===== config.mk =====
export PLATFORM = sky130hd
export DESIGN_NAME = sgm_modulator
export DESIGN_NICKNAME = d
export VERILOG_FILES = /design/src/pkg/sgm_pkg.sv /design/src/design/sgm_carrier_path.sv /design/src/design/sgm_modulator.sv
export SDC_FILE = /design/constraint.sdc
export NUM_CORES = 1
export LEC_CHECK = 0
export ABC_CLOCK_PERIOD_IN_PS = 2500
export BUFFER_PORTS_ARGS = -buffer_cell sky130_fd_sc_hd__buf_2
export CAP_MARGIN = 40
export CORE_ASPECT_RATIO = 0.75
export CORE_UTILIZATION = 40
export CTS_CLUSTER_SIZE = 28
export DETAILED_ROUTE_END_ITERATION = 6
export PLACE_DENSITY_LB_ADDON = 0.15
export SLEW_MARGIN = 40
export SYNTH_ARGS = -nofsm -noshare
export SYNTH_HDL_FRONTEND = slang
export SYNTH_SLANG_ARGS = --single-unit
export TNS_END_PERCENT = 1

===== constraint.sdc =====
create_clock -name ref_clk -period 2.5 [get_ports ref_clk]
set_input_delay 0.75 -clock ref_clk [delete_from_list [all_inputs] [get_ports ref_clk]]
set_output_delay 0.75 -clock ref_clk [all_outputs]
set_load 0.01 [all_outputs]

===== src/pkg/sgm_pkg.sv =====
`default_nettype none

package sgm_pkg;

  localparam int unsigned ADDR_W = 12;
  localparam int unsigned DATA_W = 8;

  ////////////////////////////////////////////////////////////////////////////
  // register offsets
  localparam logic [11:0] OFS_CONTROL_0 = 12'hF4C;
  localparam logic [11:0] OFS_CONTROL_1 = 12'hF4D;
  localparam logic [11:0] OFS_SOURCE_SELECT = 12'hF4E;
  localparam logic [11:0] OFS_LOW_CARRIER = 12'hF4F;
  localparam logic [11:0] OFS_HIGH_CARRIER = 12'hF50;

  ////////////////////////////////////////////////////////////////////////////
  // reset values
  localparam logic [7:0] RST_CONTROL_0 = 8'h00;
  localparam logic [7:0] RST_CONTROL_1 = 8'h00;
  localparam logic [4:0] RST_SOURCE_SELECT = 5'h00;
  localparam logic [3:0] RST_CARRIER_SELECT = 4'h0;

  ////////////////////////////////////////////////////////////////////////////
  // field positions, control 0
  localparam int unsigned BIT_ENABLE = 7;
  localparam int unsigned BIT_OUT_STATUS = 5;
  localparam int unsigned BIT_OUTPUT_POLARITY = 4;
  localparam int unsigned BIT_SOFTWARE_MODULATION = 0;

  // field positions, control 1
  localparam int unsigned BIT_HIGH_CARRIER_POLARITY = 5;
  localparam int unsigned BIT_HIGH_CARRIER_SYNC = 4;
  localparam int unsigned BIT_LOW_CARRIER_POLARITY = 1;
  localparam int unsigned BIT_LOW_CARRIER_SYNC = 0;

  // field widths
  localparam int unsigned SOURCE_W = 5;
  localparam int unsigned CARRIER_SEL_W = 4;
  localparam int unsigned CARRIER_SOURCES = 16;
  localparam int unsigned MODULATOR_SOURCES = 24;

  ////////////////////////////////////////////////////////////////////////////
  // modulator source codes
  localparam logic [4:0] SRC_PIN = 5'h00;
  localparam logic [4:0] SRC_SOFTWARE_BIT = 5'h01;
  localparam logic [4:0] SRC_FIRST_RESERVED = 5'h18;

  ////////////////////////////////////////////////////////////////////////////
  // carrier selection state
  typedef enum logic [1:0] {
    SGM_CAR_LOW = 2'b00,
    SGM_CAR_TO_HIGH = 2'b01,
    SGM_CAR_HIGH = 2'b11,
    SGM_CAR_TO_LOW = 2'b10
  } sgm_car_state_t;

  // register bus request
  typedef struct packed {
    logic [11:0] addr;
    logic [7:0] wdata;
    logic wr;
    logic rd;
  } sgm_bus_req_t;

  // one carrier's configuration
  typedef struct packed {
    logic [3:0] source;
    logic polarity;
    logic sync;
  } sgm_carrier_cfg_t;

endpackage

`default_nettype wire

===== src/design/sgm_carrier_path.sv =====
`timescale 1ns/1ps
`default_nettype none

module sgm_carrier_path (
  input wire logic ref_clk,
  input wire logic rst_n,
  input wire logic clear,
  input wire logic [15:0] sources,
  input wire sgm_pkg::sgm_carrier_cfg_t cfg,
  output logic carrier,
  output logic carrier_fall
);

  logic picked;
  logic prev_r;
  logic prev_nxt;

  ////////////////////////////////////////////////////////////////////////////
  // source pick and polarity; the edge below is taken after inversion
  assign picked = sources[cfg.source];
  assign carrier = picked ^ cfg.polarity;
  assign carrier_fall = prev_r & ~carrier;
  assign prev_nxt = clear ? 1'b0 : carrier;

  always_ff @(posedge ref_clk or negedge rst_n) begin
    if (!rst_n) begin
      prev_r <= 1'b0;
    end else begin
      prev_r <= prev_nxt;
    end
  end

endmodule

`default_nettype wire


===== src/design/sgm_modulator.sv =====
`timescale 1ns/1ps
`default_nettype none

module sgm_modulator (
  input wire logic ref_clk,
  input wire logic rst_n,
  input wire logic modulator_power_gate,
  input wire sgm_pkg::sgm_bus_req_t bus_req,
  output logic [7:0] rd_data,
  input wire logic [15:0] high_carrier_sources,
  input wire logic [15:0] low_carrier_sources,
  input wire logic [23:0] modulator_sources,
  output logic modulator_out
);

  ////////////////////////////////////////////////////////////////////////////
  // source decode for the mixing path; the status view reads the registered pin instead
  function automatic logic sgm_pick_modulator(
    input logic [4:0] code,
    input logic [23:0] vec,
    input logic soft_bit
  );
    logic res;
    res = 1'b0;
    if (code == sgm_pkg::SRC_SOFTWARE_BIT) begin
      res = soft_bit;
    end else if (code < sgm_pkg::SRC_FIRST_RESERVED) begin
      res = vec[code];
    end
    return res;
  endfunction

  ////////////////////////////////////////////////////////////////////////////
  // register state
  logic enable_r;
  logic enable_nxt;
  logic out_polarity_r;
  logic out_polarity_nxt;
  logic soft_bit_r;
  logic soft_bit_nxt;
  logic [7:0] control_1_r;
  logic [7:0] control_1_nxt;
  logic [4:0] source_r;
  logic [4:0] source_nxt;
  logic [3:0] low_sel_r;
  logic [3:0] low_sel_nxt;
  logic [3:0] high_sel_r;
  logic [3:0] high_sel_nxt;
  logic [7:0] rd_data_r;
  logic [7:0] rd_data_nxt;
  logic out_r;
  logic out_nxt;
  sgm_pkg::sgm_car_state_t state_r;
  sgm_pkg::sgm_car_state_t state_nxt;

  ////////////////////////////////////////////////////////////////////////////
  // address decode
  wire hit_control_0 = bus_req.addr == sgm_pkg::OFS_CONTROL_0;
  wire hit_control_1 = bus_req.addr == sgm_pkg::OFS_CONTROL_1;
  wire hit_source = bus_req.addr == sgm_pkg::OFS_SOURCE_SELECT;
  wire hit_low = bus_req.addr == sgm_pkg::OFS_LOW_CARRIER;
  wire hit_high = bus_req.addr == sgm_pkg::OFS_HIGH_CARRIER;

  // writes are ignored while the block is power gated
  wire wr_ok = bus_req.wr & ~modulator_power_gate;
  wire wr_control_0 = wr_ok & hit_control_0;
  wire wr_control_1 = wr_ok & hit_control_1;
  wire wr_source = wr_ok & hit_source;
  wire wr_low = wr_ok & hit_low;
  wire wr_high = wr_ok & hit_high;

  ////////////////////////////////////////////////////////////////////////////
  // next register values; the gate forces reset values each cycle
  wire gate = modulator_power_gate;

  assign enable_nxt = gate ? sgm_pkg::RST_CONTROL_0[sgm_pkg::BIT_ENABLE] :
    wr_control_0 ? bus_req.wdata[sgm_pkg::BIT_ENABLE] : enable_r;
  assign out_polarity_nxt = gate ? sgm_pkg::RST_CONTROL_0[sgm_pkg::BIT_OUTPUT_POLARITY] :
    wr_control_0 ? bus_req.wdata[sgm_pkg::BIT_OUTPUT_POLARITY] : out_polarity_r;
  assign soft_bit_nxt = gate ? sgm_pkg::RST_CONTROL_0[sgm_pkg::BIT_SOFTWARE_MODULATION] :
    wr_control_0 ? bus_req.wdata[sgm_pkg::BIT_SOFTWARE_MODULATION] : soft_bit_r;

  // only the documented control 1 bits are held
  wire [7:0] control_1_mask = 8'h33;
  assign control_1_nxt = gate ? sgm_pkg::RST_CONTROL_1 :
    wr_control_1 ? (bus_req.wdata & control_1_mask) : control_1_r;

  assign source_nxt = gate ? sgm_pkg::RST_SOURCE_SELECT :
    wr_source ? bus_req.wdata[4:0] : source_r;
  assign low_sel_nxt = gate ? sgm_pkg::RST_CARRIER_SELECT :
    wr_low ? bus_req.wdata[3:0] : low_sel_r;
  assign high_sel_nxt = gate ? sgm_pkg::RST_CARRIER_SELECT :
    wr_high ? bus_req.wdata[3:0] : high_sel_r;

  ////////////////////////////////////////////////////////////////////////////
  // carrier configuration
  sgm_pkg::sgm_carrier_cfg_t high_cfg;
  sgm_pkg::sgm_carrier_cfg_t low_cfg;

  assign high_cfg.source = high_sel_r;
  assign high_cfg.polarity = control_1_r[sgm_pkg::BIT_HIGH_CARRIER_POLARITY];
  assign high_cfg.sync = control_1_r[sgm_pkg::BIT_HIGH_CARRIER_SYNC];
  assign low_cfg.source = low_sel_r;
  assign low_cfg.polarity = control_1_r[sgm_pkg::BIT_LOW_CARRIER_POLARITY];
  assign low_cfg.sync = control_1_r[sgm_pkg::BIT_LOW_CARRIER_SYNC];

  logic high_carrier;
  logic high_fall;
  logic low_carrier;
  logic low_fall;
  wire path_clear = gate | ~enable_r;

  sgm_carrier_path u_high_path (
    .ref_clk(ref_clk),
    .rst_n(rst_n),
    .clear(path_clear),
    .sources(high_carrier_sources),
    .cfg(high_cfg),
    .carrier(high_carrier),
    .carrier_fall(high_fall)
  );

  sgm_carrier_path u_low_path (
    .ref_clk(ref_clk),
    .rst_n(rst_n),
    .clear(path_clear),
    .sources(low_carrier_sources),
    .cfg(low_cfg),
    .carrier(low_carrier),
    .carrier_fall(low_fall)
  );

  ////////////////////////////////////////////////////////////////////////////
  // modulator signal
  wire modulator = sgm_pick_modulator(source_r, modulator_sources, soft_bit_r);

  ////////////////////////////////////////////////////////////////////////////
  // carrier hand-over: a pending switch keeps the old carrier until it falls
  always_comb begin
    state_nxt = state_r;
    case (state_r)
      sgm_pkg::SGM_CAR_LOW: begin
        if (modulator) begin
          if (low_cfg.sync && !low_fall) begin
            state_nxt = sgm_pkg::SGM_CAR_TO_HIGH;
          end else begin
            state_nxt = sgm_pkg::SGM_CAR_HIGH;
          end
        end
      end
      sgm_pkg::SGM_CAR_TO_HIGH: begin
        if (!modulator) begin
          state_nxt = sgm_pkg::SGM_CAR_LOW;
        end else if (low_fall) begin
          state_nxt = sgm_pkg::SGM_CAR_HIGH;
        end
      end
      sgm_pkg::SGM_CAR_HIGH: begin
        if (!modulator) begin
          if (high_cfg.sync && !high_fall) begin
            state_nxt = sgm_pkg::SGM_CAR_TO_LOW;
          end else begin
            state_nxt = sgm_pkg::SGM_CAR_LOW;
          end
        end
      end
      sgm_pkg::SGM_CAR_TO_LOW: begin
        if (modulator) begin
          state_nxt = sgm_pkg::SGM_CAR_HIGH;
        end else if (high_fall) begin
          state_nxt = sgm_pkg::SGM_CAR_LOW;
        end
      end
      default: begin
        state_nxt = sgm_pkg::SGM_CAR_LOW;
      end
    endcase
    if (path_clear) begin
      state_nxt = sgm_pkg::SGM_CAR_LOW;
    end
  end

  ////////////////////////////////////////////////////////////////////////////
  // mixing and output polarity
  wire use_high = (state_r == sgm_pkg::SGM_CAR_HIGH) || (state_r == sgm_pkg::SGM_CAR_TO_LOW);
  wire mixed = use_high ? high_carrier : low_carrier;
  wire polarized = mixed ^ out_polarity_r;

  // a disabled or gated block holds the pin low whatever the polarity
  assign out_nxt = (enable_r && !gate) ? polarized : 1'b0;

  ////////////////////////////////////////////////////////////////////////////
  // read path; the status bit is out_r, the same register that drives
  // modulator_out, so it always shows the pin level of that cycle
  wire [7:0] control_0_view = {
    enable_r,
    1'b0,
    out_r,
    out_polarity_r,
    3'b000,
    soft_bit_r
  };

  wire [7:0] rd_mux =
    hit_control_0 ? control_0_view :
    hit_control_1 ? control_1_r :
    hit_source ? {3'b000, source_r} :
    hit_low ? {4'h0, low_sel_r} :
    hit_high ? {4'h0, high_sel_r} :
    8'h00;

  assign rd_data_nxt = bus_req.rd ? rd_mux : 8'h00;

  ////////////////////////////////////////////////////////////////////////////
  // registers
  always_ff @(posedge ref_clk or negedge rst_n) begin
    if (!rst_n) begin
      enable_r <= 1'b0;
      out_polarity_r <= 1'b0;
      soft_bit_r <= 1'b0;
      control_1_r <= sgm_pkg::RST_CONTROL_1;
      source_r <= sgm_pkg::RST_SOURCE_SELECT;
      low_sel_r <= sgm_pkg::RST_CARRIER_SELECT;
      high_sel_r <= sgm_pkg::RST_CARRIER_SELECT;
    end else begin
      enable_r <= enable_nxt;
      out_polarity_r <= out_polarity_nxt;
      soft_bit_r <= soft_bit_nxt;
      control_1_r <= control_1_nxt;
      source_r <= source_nxt;
      low_sel_r <= low_sel_nxt;
      high_sel_r <= high_sel_nxt;
    end
  end

  always_ff @(posedge ref_clk or negedge rst_n) begin
    if (!rst_n) begin
      state_r <= sgm_pkg::SGM_CAR_LOW;
      out_r <= 1'b0;
      rd_data_r <= 8'h00;
    end else begin
      state_r <= state_nxt;
      out_r <= out_nxt;
      rd_data_r <= rd_data_nxt;
    end
  end

  assign modulator_out = out_r;
  assign rd_data = rd_data_r;

endmodule

`default_nettype wire


==> key figures, run 1 <==
Timing
  – Final-report max-slew violation count: 0
  – Setup Viol. Count Final: 0
  – Fin Clk Skew: 0.00729 ns
  – Maximum clock rate: 410 MHz
  – Final period util: 0.975
  – Period minus WS final: 2.44 ns
  – Setup repair after global routing missed its margin: false
  – Final hold vios: 0

Logic synthesis
  – Register area share after synthesis: 0.369
  – Synthesized flop and latch total: 32
  – Fraction of registers with async set or reset after synthesis: 1.00
  – Net Count, Synth: 284
  – Syn Area/Cell: 10.9 sq um
  – EDFF count, synth: 0
  – Main synth FF type: dfrtp_1
  – Cell variety after synth: 47
  – Synth Cell Area: 0.00217 sq mm
  – Ys Warns: 0
  – Post-Synthesis Cells: 199

Power and ir drop
  – Switching share of power: 0.222
  – Clock share of power: 0.428
  – Leak Pwr: 1.28 nW
  – Total power: 1.14 mW
  – Max rail drop VDD: 171 uV
  – Sequential group share of total power: 0.453
  – Power density cells: 404 mW/mm^2
  – Int Power: 0.889 mW
  – Sw Pwr: 0.254 mW
  – Comb pwr share: 0.120

GRT
  – GRT overflow: 0
  – Initial antenna violation count: 0
  – Largest net degree at the start of global routing: 33
  – GR Util All Layers: 0.207
  – Vias in the first global route: 1,826
  – First-pass GRT wire length: 8960 microns

Placement
  – Port Buffers: 86
  – Cell total after placement: 357
  – GP Congestion: 0.788
  – HPWL Detailed: 4270 microns

Drt
  – Number of iterations in the first detailed-routing pass: 4
  – Routed WL: 5330 microns
  – DR vias: 1,914
  – Post-route DRC: 0
  – Vias per std cell: 5.24
  – DR iter-0 viols: 115
  – Routed WL per cell: 14.6 microns
  – Antenna viol nets, final: 0

Status
  – Outcome: finished, final reports clean

Critical path
  – CP Class: in -> reg
  – Worst path top cell family by delay: multiplexers
  – Cell Chain, Critical Path: buf_2 -> mux4_1 -> mux4_2 -> xor2_1 -> o21ai_2 -> a221oi_1 -> a211oi_2
  – Critical path data required time: 2.66 ns
  – Reg-to-Reg Start: low_sel_r[2]
  – Worst Setup SP: low_carrier_sources[6]
  – Crit. End Element: flop
  – Startpoint Class: primary input
  – Critical path's largest stage delay: 0.52 ns
  – Slowest CP cell: mux4_2
  – Max FO, Critical Path: 3
  – Critical Path AT: 2.60 ns
  – WP buf/inv: 1

Clock network
  – Reg clk slew, reported paths: 0.07 ns
  – CTS Root Cell: clkbuf_8
  – Setup Fix Bufs, Post-CTS: 0
  – CTS max path bufs: 2
  – CTS Sinks: 32
  – H-tree depth: 2
  – CTS Buf Count: 5
  – CTS tree: done
  – Cts hold-fix bufs: 0
  – Cells resized by post-CTS repair: 0
  – Clock latency on the worst-skew pair: 0.28 ns

Finish
  – Inserted Diodes: 0
  – Layout cells sized above 1: 0.454
  – Commonest non-fill, non-tap cells in the layout: buf_2 (85), dfrtp_1 (30), nor2_1 (27)
  – Register area: 803 sq um
  – Nets: 377
  – Area grow syn2layout: 30.6%
  – Fill count: 484
  – Non-Filler Instances: 365
  – Footprint of the multi-input gates: 0.00129 sq mm
  – Commonest non-fill, non-tap cell in the layout: buf_2

Die
  – Die area: 0.00573 sq mm
  – Die height: 65.8 microns
  – Core area: 0.00506 sq mm
  – Ports: 90
  – Die X-Extent: 87.0 microns
  – Initial Util: 0.428
  – Standard-cell rows: 22

Min path
  – Hold WC Path Type: in -> async

Job
  – Max cap viols: 0
-- layout make-up --
type                       count  area share
inverter                       4     0.00530
multi-input combinational    151       0.457
timing repair buffer          98       0.185
sequential                    32       0.283
clock buffer                   6      0.0256
clock inverter                 2      0.0124
tap                           72      0.0318
-- state kept, by name (all words and copies together), names as in the netlist, 2 cells and up --
register     flops
low_sel_r        4
rd_data          7
high_sel_r       4
source_r         5
state_r          2
control_1_r      4
-- path summary, 6_finish.rpt --
check / end / depth (start not counted) / slack, ns
min in group ref_clk: rd_data[5] / 2 / 0.54
max in group asynchronous: high_sel_r[2] / 1 / 1.78
hold / removal: soft_bit_r / 1 / 0.39
setup reg to reg: state_r[1] / 6 / 0.11
hold reg to reg: rd_data[5] / 2 / 0.54
setup / recovery: state_r[1] / 7 / 0.06
-- kinds of logic (layout without fill, tap and decap cells) --
group                      Yosys count  count (layout)  share of synthesized area
muxes                               41              41                      0.289
and+or+nand+nor                     70              70                      0.166
xor gates and xnor gates             4               4                     0.0162
other                                1               1                    0.00173
buffers and inverters               16             110                     0.0340
DFF                                 32              32                      0.369
AOI/OAI and AO/OA                   31              31                      0.102
adders and majority gates            4               4                     0.0231
-- worst register-to-register path: cells and delay by family (launching register included) --
family          cells  cell delay (ns)
xor+xnor            1             0.24
flops               1             0.44
mux                 2             1.11
compound gates      3             0.49
-- cells in the mapped netlist, types with 2 or more instances --
cell      instances  area share
ha_1              4       0.023
xnor2_1           3       0.012
a31oi_1           2      0.0058
nand2b_1          2      0.0058
buf_2             2      0.0046
inv_1             4      0.0069
a22oi_1           2      0.0069
nand3b_1          4       0.014
nor4_2            2       0.012
a221oi_2          2       0.014
nor2_1           27       0.047
mux2_1            2       0.010
nand2_1          17       0.029
nor2b_1           3      0.0087
dfrtp_1          32        0.37
o21ai_0           6       0.014
mux2_2            2       0.010
mux2i_1          21       0.097
a21oi_1           9       0.021
mux4_1            3       0.036
nand3_1           6       0.014
clkbuf_1          7       0.012
mux4_2           13        0.13
-- metrics by stage --
stage	setup TNS [ns]	instance area, sq um	utilization	hold slack (ns)	worst slack [ns]
floorplan	0	2170	-	0.454	0.0109
global route	0	2830	0.560	0.422	0.00757
CTS	0	2830	0.559	0.534	0.0114
global placement	-0.630	2720	0.537	0.519	-0.225
finish	0	2830	0.560	0.389	0.0633
detailed placement	-0.698	2720	0.537	0.520	-0.263
-- per-layer routing --
layer | wire length, microns | global-route usage | vias up
met1 | 2700 | 0.314 | 919
met2 | 2210 | 0.301 | 67
met3 | 369 | 0.0462 | 6
met4 | 52 | 0.0417 | 0
met5 | 0 | 0 | -
li1 | - | - | 922
-- power groups by stage --
stage | clock network [mW] | logic (mW) | registers (mW)
after floorplan | 0 | 0.0511 | 0.528
after global placement | 0 | 0.136 | 0.527
after detailed placement | 0 | 0.137 | 0.527
after CTS | 0.496 | 0.138 | 0.518
after global routing | 0.523 | 0.152 | 0.517
final | 0.489 | 0.137 | 0.518
No activity file was read; power rests on OpenSTA's default activity.
==> run 2, diff against run 1 <==
--- a/config.mk
+++ b/config.mk
@@ -9,6 +9,7 @@
 export BUFFER_PORTS_ARGS = -buffer_cell sky130_fd_sc_hd__buf_2
 export CAP_MARGIN = 40
 export CORE_ASPECT_RATIO = 0.75
+export CORE_MARGIN = 8
 export CORE_UTILIZATION = 40
 export CTS_CLUSTER_SIZE = 28
 export DETAILED_ROUTE_END_ITERATION = 6
==> key figures, run 2 (synthesis results as in run 1) <==
Status
  – Outcome: finished, final reports clean

Clock network
  – H-tree depth: 2 (unchanged)
  – CTS Buf Count: 5 (unchanged)
  – CTS max path bufs: 2 (unchanged)
  – CTS tree: done
  – Reg clk slew, reported paths: 0.07 ns (about the same)
  – CTS Root Cell: clkbuf_8
  – CTS Sinks: 32 (unchanged)
  – Cts hold-fix bufs: 0 (unchanged)
  – Clock latency on the worst-skew pair: 0.29 ns (about the same)

Placement
  – GP Congestion: 0.797 (+1.1%)
  – DP Area: 0.00273 sq mm (+0.14%)
  – Port Buffers: 86 (unchanged)
  – HPWL Detailed: 4910 microns (+15%)

Timing
  – Period minus WS final: 2.39 ns (-0.0435 ns)
  – Maximum clock rate: 418 MHz (+1.8%)
  – Final-report max-slew violation count: 0 (unchanged)
  – Slew headroom: 0.530
  – Setup Viol. Count Final: 0 (unchanged)
  – Final hold vios: 0 (unchanged)
  – Fin Clk Skew: 0.00546 ns (-0.00183 ns)
  – Setup TNS: 0 ns (unchanged)
  – Slew of the pin with the lowest slew margin: 0.704 ns
  – Final period util: 0.957 (-0.0174)

Critical path
  – CP Class: in -> reg
  – Critical path's largest stage delay: 0.53 ns (about the same)
  – WP buf/inv: 1 (unchanged)
  – Max FO, Critical Path: 2 (-1)
  – Slowest CP cell: mux4_2
  – Startpoint Class: primary input
  – Cell Chain, Critical Path: buf_2 -> mux4_1 -> mux4_2 -> xor2_2 -> o211ai_1 -> o31ai_2 -> a211oi_2
  – Worst path top cell family by delay: multiplexers
  – Critical Path AT: 2.60 ns (about the same)
  – Critical path data required time: 2.71 ns (+0.05 ns)
  – Crit. End Element: flop

Finish
  – Fin util: 0.535 (-0.0246)
  – Inserted Diodes: 0 (unchanged)
  – Area grow syn2layout: 30.6% (about the same)
  – Nets: 377 (unchanged)
  – Final Instance Area: 0.00283 sq mm (about the same)
  – Commonest non-fill, non-tap cells in the layout: buf_2 (86), dfrtp_1 (30), nor2_1 (27)
  – Fill count: 515 (+6.4%)
  – Max reg flops: 7 (unchanged)
  – Layout cells sized above 1: 0.464 (+0.0102)
  – Commonest non-fill, non-tap cell in the layout: buf_2

Die
  – Initial Util: 0.410 (-0.0186)
  – Die area: 0.00806 sq mm (+41%)
  – Die height: 79.8 microns (+21%)
  – Ports: 90 (unchanged)
  – Core area: 0.00530 sq mm (+4.5%)
  – Die X-Extent: 101 microns (+16%)
  – Standard-cell rows: 23 (+4.5%)

GRT
  – Vias in the first global route: 1,998 (+9.4%)
  – Initial antenna violation count: 0 (unchanged)
  – First-pass GRT wire length: 9970 microns (+11%)
  – Largest net degree at the start of global routing: 33 (unchanged)
  – GR Util All Layers: 0.158 (-0.0492)
  – GRT overflow: 0 (unchanged)

Power and ir drop
  – Max rail drop VDD: 247 uV (+44%)
  – Leak Pwr: 1.28 nW (-0.18%)
  – Power density cells: 377 mW/mm^2 (-6.5%)
  – Sw Pwr: 0.256 mW (+0.51%)
  – Switching share of power: 0.239 (+0.0168)
  – Int Power: 0.813 mW (-8.6%)
  – Sequential group share of total power: 0.484 (+0.031)
  – Clock share of power: 0.387 (-0.041)
  – Comb pwr share: 0.128 (+0.008)

Drt
  – Routed WL: 6040 microns (+13%)
  – DR iter-0 viols: 54 (-53%)
  – Vias per std cell: 5.07 (-3.4%)
  – Number of iterations in the first detailed-routing pass: 4 (unchanged)
  – DR vias: 1,865 (-2.6%)
  – Routed WL per cell: 16.4 microns (+12%)
  – Post-route DRC: 0 (unchanged)
  – Antenna viol nets, final: 0 (unchanged)

Job
  – Max cap viols: 0 (unchanged)

Min path
  – Hold WC Path Type: in -> async
[run 2: cell types whose count changed in the layout (fill, tap and decap cells not counted), sizes merged]
cell / delta
bufinv: -1
clkinv: +1
[run 2: final timing paths]
kind,startpoint,end,slack (ns),cells past startpoint
hold / removal,rst_n,source_r[0],0.51,1
setup / recovery,low_carrier_sources[4],state_r[1],0.11,7
setup reg to reg,low_sel_r[2],state_r[1],0.15,6
min in group ref_clk,modulator_out,rd_data[5],0.53,2
hold reg to reg,modulator_out,rd_data[5],0.53,2
max in group asynchronous,rst_n,high_sel_r[2],1.49,1
[run 2: layout make-up]
type                       instances  area [sq um]  area share
tap                               75          93.8      0.0331
sequential                        32           803       0.284
timing repair buffer              98           520       0.184
clock inverter                     2          10.0     0.00353
inverter                           4          15.0     0.00530
multi-input combinational        151          1310       0.462
clock buffer                       6          82.6      0.0292
[run 2: per-layer routing]
layer	part of all wire	GRT usage	vias up
li1	-	-	919
met1	0.49	0.224	881
met2	0.43	0.222	57
met3	0.074	0.0531	8
met4	0.010	0.0400	0
met5	0	0	-
[run 2: power by group through the flow]
stage | Sequential, mW | Combinational (mW) | Clock [mW]
2_1_floorplan | 0.528 | 0.0511 | 0
3_3_place_gp | 0.527 | 0.136 | 0
3_5_place_dp | 0.527 | 0.138 | 0
4_1_cts | 0.518 | 0.138 | 0.428
5_1_grt | 0.517 | 0.151 | 0.447
6_report | 0.518 | 0.137 | 0.414
[run 2: through the flow]
step | setup WS [ns] | instances | power [mW] | hold slack [ns]
after floorplan | 0.0109 | 199 | 0.579 | 0.454
after CTS | 0.0307 | 368 | 1.08 | 0.530
after global routing | -0.00168 | 368 | 1.12 | 0.563
after global placement | -0.215 | 360 | 0.664 | 0.522
final | 0.107 | 368 | 1.07 | 0.507
after detailed placement | -0.252 | 360 | 0.665 | 0.515
[run 2: repair_timing]
action	CTS	global route
setup endpoints to repair	0	3
resized for setup	0	4
buffers inserted	0	0
